`config.mk`:
```
export PLATFORM = sky130hd
export DESIGN_NAME = rccr_top
export DESIGN_NICKNAME = d
export VERILOG_FILES = /design/src/verilog/rccr_pkg.sv /design/src/verilog/rccr_exc_nco.sv /design/src/verilog/rccr_top.sv
export SDC_FILE = /design/constraint.sdc
export NUM_CORES = 1
export LEC_CHECK = 0
export BUFFER_PORTS_ARGS = -buffer_cell sky130_fd_sc_hd__buf_4
export CAP_MARGIN = 20
export CORE_AREA = 2 2 169 171
export CTS_BUF_LIST = sky130_fd_sc_hd__clkbuf_16
export CTS_CLUSTER_DIAMETER = 120
export DETAILED_ROUTE_END_ITERATION = 8
export DIE_AREA = 0 0 171 173
export PLACE_DENSITY = 0.58
export RECOVER_POWER = 100
export SETUP_SLACK_MARGIN = 0.05
export SLEW_MARGIN = 15
export SYNTH_ARGS = -nofsm -noshare
export SYNTH_HDL_FRONTEND = slang
export SYNTH_SLANG_ARGS = --single-unit
```
`constraint.sdc`:
```
create_clock -name sys_clk -period 5.96 [get_ports sys_clk]
set_input_delay 1.49 -clock sys_clk [delete_from_list [all_inputs] [get_ports sys_clk]]
set_output_delay 1.49 -clock sys_clk [all_outputs]
set_load 0.01 [all_outputs]
```
`src/verilog/rccr_pkg.sv`:
```
// holds register map, reset values, field positions and mode codes of the converter config bank.
// assumes one 20 MHz system clock and byte-wide host access with an address/data flag in bit 7.
package rccr_pkg;

  // ************************************************************
  // clock and excitation
  // ************************************************************
  localparam int SYS_CLK_HZ = 20000000;
  localparam int NCO_WIDTH = 15;

  // ************************************************************
  // register addresses
  // ************************************************************
  localparam logic [7:0] ADDR_ANGLE_HI = 8'h80;
  localparam logic [7:0] ADDR_ANGLE_LO = 8'h81;
  localparam logic [7:0] ADDR_SPEED_HI = 8'h82;
  localparam logic [7:0] ADDR_SPEED_LO = 8'h83;
  localparam logic [7:0] ADDR_SIG_LOSS = 8'h88;
  localparam logic [7:0] ADDR_OVERRANGE = 8'h89;
  localparam logic [7:0] ADDR_MISMATCH = 8'h8A;
  localparam logic [7:0] ADDR_MON_MAX = 8'h8B;
  localparam logic [7:0] ADDR_MON_MIN = 8'h8C;
  localparam logic [7:0] ADDR_TRK_HIGH = 8'h8D;
  localparam logic [7:0] ADDR_TRK_LOW = 8'h8E;
  localparam logic [7:0] ADDR_EXC_FREQ = 8'h91;
  localparam logic [7:0] ADDR_MODE_CTRL = 8'h92;
  localparam logic [7:0] ADDR_SOFT_RST = 8'hF0;
  localparam logic [7:0] ADDR_FAULT = 8'hFF;

  // ************************************************************
  // read/write bank layout and power-up values
  // ************************************************************
  localparam int RW_COUNT = 9;
  localparam logic [3:0] IDX_EXC_FREQ = 4'h7;
  localparam logic [3:0] IDX_MODE_CTRL = 4'h8;
  localparam logic [6:0] RST_SIG_LOSS = 7'h3A;   // 58 steps of 38 mV
  localparam logic [6:0] RST_OVERRANGE = 7'h6C;  // 108 steps of 38 mV
  localparam logic [6:0] RST_MISMATCH = 7'h0A;   // 10 steps of 38 mV
  localparam logic [6:0] RST_MON_MAX = 7'h3C;
  localparam logic [6:0] RST_MON_MIN = 7'h69;
  localparam logic [6:0] RST_TRK_HIGH = 7'h24;
  localparam logic [6:0] RST_TRK_LOW = 7'h07;
  localparam logic [6:0] RST_EXC_FREQ = 7'h28;   // 10 kHz at 8.192 MHz
  localparam logic [6:0] RST_MODE_CTRL = 7'h7E;
  localparam logic [RW_COUNT-1:0][6:0] RW_RESET = {RST_MODE_CTRL, RST_EXC_FREQ, RST_TRK_LOW, RST_TRK_HIGH,
    RST_MON_MIN, RST_MON_MAX, RST_MISMATCH, RST_OVERRANGE, RST_SIG_LOSS};

  // ************************************************************
  // field positions
  // ************************************************************
  localparam int TYPE_BIT = 7;
  localparam int PARITY_BIT = 7;
  localparam int CTRL_HYST_BIT = 4;
  localparam int CTRL_RES_HI_BIT = 1;
  localparam int CTRL_RES_LO_BIT = 0;
  localparam int FLT_CLIP = 7;
  localparam int FLT_LOSS = 6;
  localparam int FLT_OVER = 5;
  localparam int FLT_MISM = 4;
  localparam int FLT_TRACK = 3;
  localparam int FLT_PHASE = 1;
  localparam int FLT_PARITY = 0;

  // ************************************************************
  // modes and resolution codes ({lo, hi} pin order)
  // ************************************************************
  typedef enum logic [1:0] {
    MODE_POS = 2'h0,
    MODE_VEL = 2'h1,
    MODE_RSV = 2'h2,
    MODE_CFG = 2'h3
  } rccr_mode_t;

  localparam logic [1:0] RES_10 = 2'h0;
  localparam logic [1:0] RES_12 = 2'h1;
  localparam logic [1:0] RES_14 = 2'h2;
  localparam logic [1:0] RES_16 = 2'h3;
  localparam logic [15:0] MASK_10 = 16'hFFC0;
  localparam logic [15:0] MASK_12 = 16'hFFF0;
  localparam logic [15:0] MASK_14 = 16'hFFFC;
  localparam logic [15:0] MASK_16 = 16'hFFFF;

  // position mask that keeps only the valid top bits of a resolution
  function automatic logic [15:0] rccr_res_mask(input logic [1:0] code);
    case (code)
      RES_10: rccr_res_mask = MASK_10;
      RES_12: rccr_res_mask = MASK_12;
      RES_14: rccr_res_mask = MASK_14;
      default: rccr_res_mask = MASK_16;
    endcase
  endfunction : rccr_res_mask

  // maps an address onto the read/write bank: {hit, index}
  function automatic logic [4:0] rccr_rw_index(input logic [7:0] addr);
    case (addr)
      ADDR_SIG_LOSS: rccr_rw_index = 5'h10;
      ADDR_OVERRANGE: rccr_rw_index = 5'h11;
      ADDR_MISMATCH: rccr_rw_index = 5'h12;
      ADDR_MON_MAX: rccr_rw_index = 5'h13;
      ADDR_MON_MIN: rccr_rw_index = 5'h14;
      ADDR_TRK_HIGH: rccr_rw_index = 5'h15;
      ADDR_TRK_LOW: rccr_rw_index = 5'h16;
      ADDR_EXC_FREQ: rccr_rw_index = {1'b1, IDX_EXC_FREQ};
      ADDR_MODE_CTRL: rccr_rw_index = {1'b1, IDX_MODE_CTRL};
      default: rccr_rw_index = 5'h00;
    endcase
  endfunction : rccr_rw_index

endpackage : rccr_pkg

```
`src/verilog/rccr_exc_nco.sv`:
```
// holds the excitation phase accumulator that turns the frequency word into a square reference.
// assumes the word is steady between host writes and restart is a one-cycle pulse.
`timescale 1ns/1ps
module rccr_exc_nco
  import rccr_pkg::*;
(
  input wire logic sys_clk,
  input wire logic rst_n,
  input wire logic restart,
  input wire logic [6:0] frequency_control_word,
  output logic excitation_out
);

  typedef struct packed {
    logic [NCO_WIDTH-1:0] acc;
    logic exc;
  } rccr_nco_t;

  rccr_nco_t st_r;
  rccr_nco_t st_nxt;

  // msb of a 2^15 accumulator stepping by the word toggles at word * clk / 2^15
  always_comb begin
    st_nxt = st_r;
    if (restart) begin
      st_nxt.acc = '0;
    end else begin
      st_nxt.acc = st_r.acc + {{(NCO_WIDTH-7){1'b0}}, frequency_control_word};
    end
    st_nxt.exc = st_nxt.acc[NCO_WIDTH-1];
  end

  // state register
  always_ff @(posedge sys_clk or negedge rst_n) begin
    if (!rst_n) begin
      st_r <= '0;
    end else begin
      st_r <= st_nxt;
    end
  end

  assign excitation_out = st_r.exc;

  nco_step_a: assert property (@(posedge sys_clk) disable iff (!rst_n)
    !restart |=> st_r.acc == NCO_WIDTH'($past(st_r.acc) + $past(frequency_control_word)))
    else $error("accumulator did not advance by the frequency word");

endmodule : rccr_exc_nco

```
`src/verilog/rccr_top.sv`:
```
// holds the mode decode, configuration bank, sample snapshots and fault latches of the converter.
// assumes mode, resolution and sample pins are asynchronous; host bytes, angle, speed and
// fault events come from logic on sys_clk.
`timescale 1ns/1ps
module rccr_top
  import rccr_pkg::*;
(
  input wire logic sys_clk,
  input wire logic rst_n,
  input wire logic mode_select_lo,
  input wire logic mode_select_hi,
  input wire logic resolution_select_lo,
  input wire logic resolution_select_hi,
  input wire logic sample_n,
  input wire logic [15:0] angle_in,
  input wire logic [15:0] speed_in,
  input wire logic [7:0] fault_event,
  input wire logic host_wr_valid,
  input wire logic [7:0] host_wr_byte,
  input wire logic host_rd_req,
  output logic [7:0] host_rd_data,
  output logic host_rd_valid,
  output logic [15:0] data_out,
  output logic [1:0] resolution_code,
  output logic config_mode,
  output logic signal_degradation_n,
  output logic tracking_loss_n,
  output logic excitation_out
);

  // ************************************************************
  // state
  // ************************************************************
  typedef struct packed {
    logic [1:0] mode_s1;
    logic [1:0] mode_s2;
    logic [1:0] res_s1;
    logic [1:0] res_s2;
    logic smp_s1;
    logic smp_s2;
    logic smp_d;
    logic [7:0] addr;
    logic [RW_COUNT-1:0][7:0] bank;
    logic [15:0] pos;
    logic [15:0] vel;
    logic [7:0] lo_hold;
    logic lo_pend;
    logic lo_is_speed;
    logic [7:0] fault;
    logic [7:0] rd_data;
    logic rd_valid;
    logic [15:0] dout;
    logic [1:0] res;
    logic cfg;
    logic degrade_n;
    logic track_n;
    logic soft_rst;
  } rccr_state_t;

  rccr_state_t st_r;
  rccr_state_t st_nxt;

  logic is_cfg;
  logic smp_fall;
  logic [4:0] wr_hit;
  logic [4:0] rd_hit;
  logic [1:0] res_live;
  logic par_err;
  logic flt_clear;
  logic [7:0] ctrl_byte;
  logic [7:0] sel_byte;

  // ************************************************************
  // decode of synchronised pins and current address
  // ************************************************************
  // reserved code falls through to position output with no config access
  assign is_cfg = rccr_mode_t'(st_r.mode_s2) == MODE_CFG;
  assign smp_fall = st_r.smp_d & ~st_r.smp_s2;
  assign wr_hit = rccr_rw_index(st_r.addr);
  assign rd_hit = rccr_rw_index(st_r.addr);
  assign ctrl_byte = st_r.bank[IDX_MODE_CTRL];
  assign sel_byte = st_r.bank[rd_hit[3:0]];
  // control bits rule in configuration, pins otherwise; a mismatch is the host's problem
  assign res_live = is_cfg ? {ctrl_byte[CTRL_RES_LO_BIT], ctrl_byte[CTRL_RES_HI_BIT]} : st_r.res_s2;
  assign flt_clear = host_rd_req & is_cfg & (st_r.addr == ADDR_FAULT);

  // stored parity is checked every cycle so a corrupted entry raises the fault bit
  always_comb begin
    par_err = 1'b0;
    for (int i = 0; i < RW_COUNT; i++) begin
      par_err = par_err | (st_r.bank[i][PARITY_BIT] ^ (^st_r.bank[i][6:0]));
    end
  end

  // ************************************************************
  // next state
  // ************************************************************
  always_comb begin
    st_nxt = st_r;
    // two-stage synchronisers; only the second stage is looked at
    st_nxt.mode_s1 = {mode_select_lo, mode_select_hi};
    st_nxt.mode_s2 = st_r.mode_s1;
    st_nxt.res_s1 = {resolution_select_lo, resolution_select_hi};
    st_nxt.res_s2 = st_r.res_s1;
    st_nxt.smp_s1 = sample_n;
    st_nxt.smp_s2 = st_r.smp_s1;
    st_nxt.smp_d = st_r.smp_s2;
    st_nxt.soft_rst = 1'b0;
    st_nxt.rd_valid = 1'b0;
    st_nxt.res = res_live;
    st_nxt.cfg = is_cfg;

    // host byte: flag bit picks address or data
    if (host_wr_valid) begin
      if (host_wr_byte[TYPE_BIT]) begin
        st_nxt.addr = host_wr_byte;
      end else if (is_cfg) begin
        if (wr_hit[4]) begin
          // the flag bit slot is reused for parity of the seven data bits
          st_nxt.bank[wr_hit[3:0]] = {^host_wr_byte[6:0], host_wr_byte[6:0]};
        end else if (st_r.addr == ADDR_SOFT_RST) begin
          st_nxt.soft_rst = 1'b1;
        end
      end
    end

    // snapshot on falling sample edge
    if (smp_fall) begin
      if (ctrl_byte[CTRL_HYST_BIT]) begin
        st_nxt.pos = angle_in & rccr_res_mask(res_live);
      end else begin
        st_nxt.pos = angle_in;
      end
      // loop hands over a left-justified two's complement word; stored untouched
      st_nxt.vel = speed_in;
    end

    // register readback
    if (host_rd_req) begin
      st_nxt.rd_valid = 1'b1;
      st_nxt.rd_data = 8'h00;
      case (st_r.addr)
        ADDR_ANGLE_HI: begin
          st_nxt.rd_data = st_r.pos[15:8];
          st_nxt.lo_hold = st_r.pos[7:0];
          st_nxt.lo_pend = 1'b1;
          st_nxt.lo_is_speed = 1'b0;
        end
        ADDR_SPEED_HI: begin
          st_nxt.rd_data = st_r.vel[15:8];
          st_nxt.lo_hold = st_r.vel[7:0];
          st_nxt.lo_pend = 1'b1;
          st_nxt.lo_is_speed = 1'b1;
        end
        ADDR_ANGLE_LO: begin
          st_nxt.rd_data = (st_r.lo_pend && !st_r.lo_is_speed) ? st_r.lo_hold : st_r.pos[7:0];
          st_nxt.lo_pend = 1'b0;
        end
        ADDR_SPEED_LO: begin
          st_nxt.rd_data = (st_r.lo_pend && st_r.lo_is_speed) ? st_r.lo_hold : st_r.vel[7:0];
          st_nxt.lo_pend = 1'b0;
        end
        ADDR_FAULT: begin
          if (is_cfg) begin
            st_nxt.rd_data = st_r.fault;
          end
        end
        default: begin
          if (is_cfg && rd_hit[4]) begin
            st_nxt.rd_data = {sel_byte[PARITY_BIT] ^ (^sel_byte[6:0]), sel_byte[6:0]};
          end
        end
      endcase
    end

    // sticky faults: a new event in the clearing cycle survives
    st_nxt.fault = (st_r.fault & ~{8{flt_clear | st_r.soft_rst}}) | fault_event;
    st_nxt.fault[FLT_PARITY] = st_nxt.fault[FLT_PARITY] | par_err;
    // pins show one condition at a time: loss, then degradation, then tracking
    st_nxt.degrade_n = ~(st_nxt.fault[FLT_LOSS] | st_nxt.fault[FLT_CLIP] | st_nxt.fault[FLT_PARITY]
      | st_nxt.fault[FLT_OVER] | st_nxt.fault[FLT_MISM]);
    st_nxt.track_n = ~(st_nxt.fault[FLT_LOSS] | st_nxt.fault[FLT_CLIP] | st_nxt.fault[FLT_PARITY]
      | ((st_nxt.fault[FLT_TRACK] | st_nxt.fault[FLT_PHASE]) & ~(st_nxt.fault[FLT_OVER]
      | st_nxt.fault[FLT_MISM])));

    // normal-mode parallel word follows the mode pins
    st_nxt.dout = (rccr_mode_t'(st_r.mode_s2) == MODE_VEL) ? st_r.vel : st_r.pos;
  end

  // ************************************************************
  // state register
  // ************************************************************
  always_ff @(posedge sys_clk or negedge rst_n) begin
    if (!rst_n) begin
      st_r <= '0;
      // parity is worked out per entry so an odd default does not raise a parity fault at power-up
      for (int i = 0; i < RW_COUNT; i++) begin
        st_r.bank[i] <= {^RW_RESET[i], RW_RESET[i]};
      end
      st_r.smp_s1 <= 1'b1;
      st_r.smp_s2 <= 1'b1;
      st_r.smp_d <= 1'b1;
      st_r.degrade_n <= 1'b1;
      st_r.track_n <= 1'b1;
    end else begin
      st_r <= st_nxt;
    end
  end

  // ************************************************************
  // excitation reference; host keeps the word in the specified span
  // ************************************************************
  rccr_exc_nco u_nco (
    .sys_clk(sys_clk),
    .rst_n(rst_n),
    .restart(st_r.soft_rst),
    .frequency_control_word(st_r.bank[IDX_EXC_FREQ][6:0]),
    .excitation_out(excitation_out)
  );

  assign host_rd_data = st_r.rd_data;
  assign host_rd_valid = st_r.rd_valid;
  assign data_out = st_r.dout;
  assign resolution_code = st_r.res;
  assign config_mode = st_r.cfg;
  assign signal_degradation_n = st_r.degrade_n;
  assign tracking_loss_n = st_r.track_n;

  // ************************************************************
  // checks
  // ************************************************************
  mode_decode_a: assert property (@(posedge sys_clk) disable iff (!rst_n)
    config_mode |-> $past(st_r.mode_s2) == MODE_CFG)
    else $error("config mode flag without configuration code");

  write_gate_a: assert property (@(posedge sys_clk) disable iff (!rst_n)
    (host_wr_valid && !host_wr_byte[TYPE_BIT] && !is_cfg) |=> $stable(st_r.bank))
    else $error("bank changed outside configuration mode");

  fault_gate_a: assert property (@(posedge sys_clk) disable iff (!rst_n)
    (host_rd_req && !is_cfg && st_r.addr == ADDR_FAULT) |=> host_rd_valid && host_rd_data == 8'h00)
    else $error("fault register read outside configuration mode");

  res_source_a: assert property (@(posedge sys_clk) disable iff (!rst_n)
    !is_cfg |=> resolution_code == $past(st_r.res_s2))
    else $error("normal mode resolution not taken from pins");

  pos_hold_a: assert property (@(posedge sys_clk) disable iff (!rst_n)
    !smp_fall |=> $stable(st_r.pos))
    else $error("position changed without sample edge");

  pos_mask_a: assert property (@(posedge sys_clk) disable iff (!rst_n)
    (smp_fall && ctrl_byte[CTRL_HYST_BIT] && res_live == RES_10) |=> st_r.pos[5:0] == 6'h00)
    else $error("low position bits not cleared at 10 bits");

  pos_full_a: assert property (@(posedge sys_clk) disable iff (!rst_n)
    (smp_fall && !ctrl_byte[CTRL_HYST_BIT]) |=> st_r.pos == $past(angle_in))
    else $error("position truncated with hysteresis off");

  vel_take_a: assert property (@(posedge sys_clk) disable iff (!rst_n)
    smp_fall |=> st_r.vel == $past(speed_in))
    else $error("velocity not loaded on sample edge");

  fault_clear_a: assert property (@(posedge sys_clk) disable iff (!rst_n)
    (flt_clear && fault_event == 8'h00 && !par_err) |=> st_r.fault == 8'h00 && signal_degradation_n
    && tracking_loss_n)
    else $error("fault not released after configuration read");

  fault_hold_a: assert property (@(posedge sys_clk) disable iff (!rst_n)
    (!tracking_loss_n && !flt_clear && !st_r.soft_rst && fault_event == 8'h00) |=> !tracking_loss_n)
    else $error("tracking fault pin released without fault read");

  pair_snap_a: assert property (@(posedge sys_clk) disable iff (!rst_n)
    (host_rd_req && st_r.addr == ADDR_ANGLE_HI) |=> st_r.lo_hold == $past(st_r.pos[7:0]) && st_r.lo_pend)
    else $error("low byte not frozen with high byte");

  parity_ok_a: assert property (@(posedge sys_clk) disable iff (!rst_n)
    (host_rd_req && is_cfg && rd_hit[4]) |=> host_rd_data[PARITY_BIT] == 1'b0)
    else $error("parity flagged on intact configuration byte");

  // read answer always comes exactly one cycle after the request
  rd_answer_a: assert property (@(posedge sys_clk) disable iff (!rst_n)
    host_rd_req |=> host_rd_valid)
    else $error("read request not answered in the next cycle");

  ctrl_write_a: assert property (@(posedge sys_clk) disable iff (!rst_n)
    (host_wr_valid && !host_wr_byte[TYPE_BIT] && is_cfg && st_r.addr == ADDR_MODE_CTRL)
    |=> ctrl_byte[6:0] == $past(host_wr_byte[6:0]))
    else $error("control write in configuration mode lost");

  // parallel word selection follows the synchronised mode code
  vel_out_a: assert property (@(posedge sys_clk) disable iff (!rst_n)
    st_r.mode_s2 == MODE_VEL |=> data_out == $past(st_r.vel))
    else $error("velocity mode does not show velocity");

  rsv_mode_a: assert property (@(posedge sys_clk) disable iff (!rst_n)
    st_r.mode_s2 == MODE_RSV |=> !config_mode && data_out == $past(st_r.pos))
    else $error("reserved code not handled as position mode");

  cfg_res_a: assert property (@(posedge sys_clk) disable iff (!rst_n)
    is_cfg |=> resolution_code == $past({ctrl_byte[CTRL_RES_LO_BIT], ctrl_byte[CTRL_RES_HI_BIT]}))
    else $error("configuration resolution not taken from control bits");

  pos_twelve_a: assert property (@(posedge sys_clk) disable iff (!rst_n)
    (smp_fall && ctrl_byte[CTRL_HYST_BIT] && res_live == RES_12) |=> st_r.pos[3:0] == 4'h0)
    else $error("low position bits not cleared at 12 bits");

  vel_hold_a: assert property (@(posedge sys_clk) disable iff (!rst_n)
    !smp_fall |=> $stable(st_r.vel))
    else $error("velocity changed without sample edge");

  // loss of signal has top priority and pulls both pins low
  loss_pins_a: assert property (@(posedge sys_clk) disable iff (!rst_n)
    st_r.fault[FLT_LOSS] |-> !signal_degradation_n && !tracking_loss_n)
    else $error("signal loss not shown on both fault pins");

endmodule : rccr_top

```
==> flow_metrics.tcl <==
set metrics [dict create \
    post_cts_buffers 0 \
    maximum_number_of_pins_on_one_net_before_global_route_repair 113 \
    power.static_leakage_uw 0.00483 \
    post_route_cells_drive_above_1_share_pct 22.4 \
    post_synth_fa_ha_maj_area_fraction_pct 1.13 \
    layout-area-overhead-vs-synth_pct 13.0 \
    worstSetupEndpointType "register" \
    final-setup-viol-count 0 \
    ys_warn_count 0 \
    tritoncts "done" \
    post_synth_instance_area_um2 9550 \
    synth-edff-count 0 \
    drt_wirelength_mm 25.6 \
    min_path_type "register to register" \
    grt_pass1_vias 6885 \
    detail_route.first_pass.iterations 5 \
    cap_viol_max_count 1 \
    critPathMaxStageDelay_ps 860 \
    violations_in_the_final_reports "capacitance limit, slew limit" \
    gr-total-overflow 0 \
    synth-simple-area-share_pct 14.5 \
    placeableCoreArea_um2 27600 \
    post-route-period-util_pct 81.0 \
    detail_route.iter0.violations 608 \
    power.ir.vdd_worst_mv 0.187 \
    clock_tree.root_cell "clkbuf_16" \
    synthesis.area_per_instance_um2 10.4 \
    outcome "finished with violations" \
    routed-via-count 6800 \
    final_nets 1033 \
    final.min_clock_period_ps 4830 \
    diodes 0 \
    synth_xor_xnor_area_share_pct 7.69 \
    clock_tree.buffer_depth 2 \
    timing.setup.critical_path_class "register to register" \
    grtUsageTotal_pct 17.9 \
    postSynth.topFlopCell "dfrtp_1" \
    dominant_combinational_cell_family_by_area_after_synthesis "simple AND/OR/NAND/NOR gates" \
    hold_buffer_count_at_cts 0 \
    buffer_ports.inserted 87 \
    synth.lib_cells_used.distinct 60 \
    num_rows 61 \
    worst_hold_path.num_cells 0 \
    post_dp_cell_area_um2 10400 \
    required_ps 6250 \
    dp_hpwl_mm 18.6 \
    worstSkewPairLatency_ps 450 \
    timing_hold_violations_final 0 \
    wl_per_cell_um 18.8 \
    clkSinkCount 187 \
    synth_compound_gate_area_share_pct 8.70 \
    cts_resized 0 \
    crit_path_cell_trace "nor2b_1 -> a32o_1 -> and2_0 -> mux4_2 -> a2111oi_0 -> xnor2_1 -> xnor2_2 -> or2b_1 -> mux2i_1 -> a211oi_1" \
    route.antenna.remaining_nets 0 \
    grt_pass1_wl_mm 40.8 \
    synth_sequential_area_ratio_pct 49.5 \
    worst_pin_slew_ps 2820 \
    htree_levels 4 \
    fin_skew_ps 24.0 \
    number_of_antenna_violations_at_the_first_check_in_global_routing 0 \
    grt.met2_usage_pct 27.5 \
    dieHeight_um 173 \
    syn_inst 920 \
    rsz0062_at_grt "no" \
    post_synth_mux_area_share_pct 14.2 \
    setup-tns-final_ps 0 \
    numCtsBuffers 17 \
    global_route_track_usage_on_met1_pct 26.0 \
    design.portCount 88 \
    worst-path-max-fanout 25 \
    gpl.final_weighted_congestion 0.931 \
    initial_utilization_pct 34.5 \
    synth_nets 985 \
    count_of_state_elements_after_synthesis 187 \
    synth-async-reset-ratio_pct 100 \
    grt.met3_usage_pct 2.88 \
    timing.critical_path.arrival_ps 5120 \
    clk_pin_slew_ps 70 \
    timing.fmax_ghz 0.207 \
    maxSlewViolCount 113 \
    setup.worst_path.start_class "register" \
    worst_slew_margin_rel_pct -88.3 \
    die-area_um2 29600 \
    fin_area_um2 10800 \
    cellPowerDensity_nw_per_um2 290 \
    reg2reg_depth 10 \
    most_used_routing_layer "met2" \
    detail_route.drc_violations 0 \
    fillers 2782 \
    detail_route.vias_per_cell 5.00 \
    dieWidth_um 171 \
    crit_path_top_delay_cell "dfrtp_1" \
]
-- cell type report --
| class | count | area [µm²] | area share, % |
|---|---|---|---|
| Tap cell | 378 | 473 | 4.38 |
| Clock buffer | 17 | 425 | 3.94 |
| Multi-Input combinational cell | 653 | 4400 | 40.7 |
| Timing Repair Buffer | 96 | 586 | 5.43 |
| Inverter | 13 | 48.8 | 0.452 |
| Clock inverter | 15 | 133 | 1.23 |
| Sequential cell | 187 | 4730 | 43.8 |
-- final timing paths --
check / from / to / slack (ps)
worst max register to register: st_r[153]$_DFFE_PN0P_ / host_rd_data[7]$_DFFE_PN0P_ / 1130
worst min register to register: st_nxt[164]$_DFF_PN0_ / st_r[164]$_DFF_PN0_ / 350
worst max-delay path: st_r[153]$_DFFE_PN0P_ / host_rd_data[7]$_DFFE_PN0P_ / 1130
min in group asynchronous: rst_n / st_r[120]$_DFFE_PN0P_ / 1940
max in group asynchronous: rst_n / st_r[31]$_DFF_PN0_ / 1800
worst min-delay path: st_nxt[164]$_DFF_PN0_ / st_r[164]$_DFF_PN0_ / 350
-- cell families after synthesis --
logic type / after synthesis
AND/OR/NAND/NOR: 321
adder cells (fa/ha/maj): 8
flip-flops: 187
multiplexers: 119
buffers and inverters: 80
AO/OA/AOI/OAI: 122
XOR/XNOR: 83
-- flip-flops by register name, indices dropped and copies added (netlist names) --
signal and flops:
resolution_code 2, host_rd_valid 1, config_mode 1, u_nco.st_r 15, st_nxt 6, data_out 16, tracking_loss_n 1, st_r 128
signal_degradation_n 1, ctrl_byte 8, host_rd_data 8
-- layer usage --
metal,wire length [µm],vias up
li1,-,3209
met1,12300,3409
met2,11800,160
met3,1020,22
met4,398,0
met5,0,-
-- critical path: cells and delay by family (launching register included) --
kind	cells	cell delay (ps)
muxes	2	530
xor gates and xnor gates	2	420
AOI/OAI and AO/OA	3	1520
DFF	1	860
and+or+nand+nor	3	1340
-- metrics by stage --
stage	utilization, %	total power [µW]	setup WS (ps)	hold slack, ps	std cells
global route	39.0	3300	885	367	1359
CTS	39.6	3190	1570	355	1359
detailed placement	37.6	2080	1590	339	1327
finish	39.0	3130	1130	351	1359
global placement	37.5	2070	1730	338	1324
floorplan	-	1880	3040	331	920
-- synth_stat cells, types with 5 or more instances --
| cell | n | area share (%) |
|---|---|---|
| nor2_1 | 49 | 1.9 |
| ha_1 | 7 | 0.92 |
| a22oi_1 | 10 | 0.79 |
| nand2b_1 | 5 | 0.33 |
| a21o_1 | 10 | 0.79 |
| and2_1 | 6 | 0.39 |
| xnor2_1 | 65 | 6.0 |
| nand2_1 | 194 | 7.6 |
| mux2_2 | 86 | 10 |
| nor2b_1 | 11 | 0.72 |
| nand3_1 | 26 | 1.4 |
| a21oi_1 | 34 | 1.8 |
| o211ai_1 | 5 | 0.39 |
| buf_2 | 7 | 0.37 |
| o21ai_0 | 23 | 1.2 |
| o21bai_1 | 5 | 0.39 |
| nor4_1 | 5 | 0.33 |
| inv_1 | 13 | 0.51 |
| or3_1 | 6 | 0.39 |
| a211oi_1 | 5 | 0.39 |
| dfrtp_1 | 150 | 39 |
| buf_4 | 26 | 2.0 |
| mux2i_1 | 29 | 3.0 |
| xor2_1 | 17 | 1.6 |
| a2111oi_0 | 7 | 0.64 |
| clkbuf_1 | 31 | 1.2 |
| dfstp_2 | 37 | 10 |
-- layout by cell type (no fill, tap or decap), types with 11 or more instances in the layout --
| cell type | instances |
|---|---|
| buf_4 | 47 |
| inv_1 | 14 |
| nand3_1 | 26 |
| mux2i_1 | 29 |
| nand2_1 | 194 |
| clkbuf_1 | 33 |
| xnor2_1 | 65 |
| dfrtp_1 | 150 |
| o21ai_0 | 24 |
| clkbuf_16 | 17 |
| nor2b_1 | 11 |
| clkbuf_4 | 12 |
| nor2_1 | 49 |
| a21oi_1 | 34 |
| dfstp_2 | 35 |
| xor2_1 | 17 |
| mux2_2 | 83 |
-- report_power, final --
part / internal (µW) / leakage (µW) / switching [µW] / total [µW]
sequential: 1380 / 0.00228 / 109 / 1490
combinational: 216 / 0.00228 / 320 / 536
clock: 552 / 0.000275 / 549 / 1100
total: 2150 / 0.00483 / 979 / 3130
(Power assumes the default switching activity.)
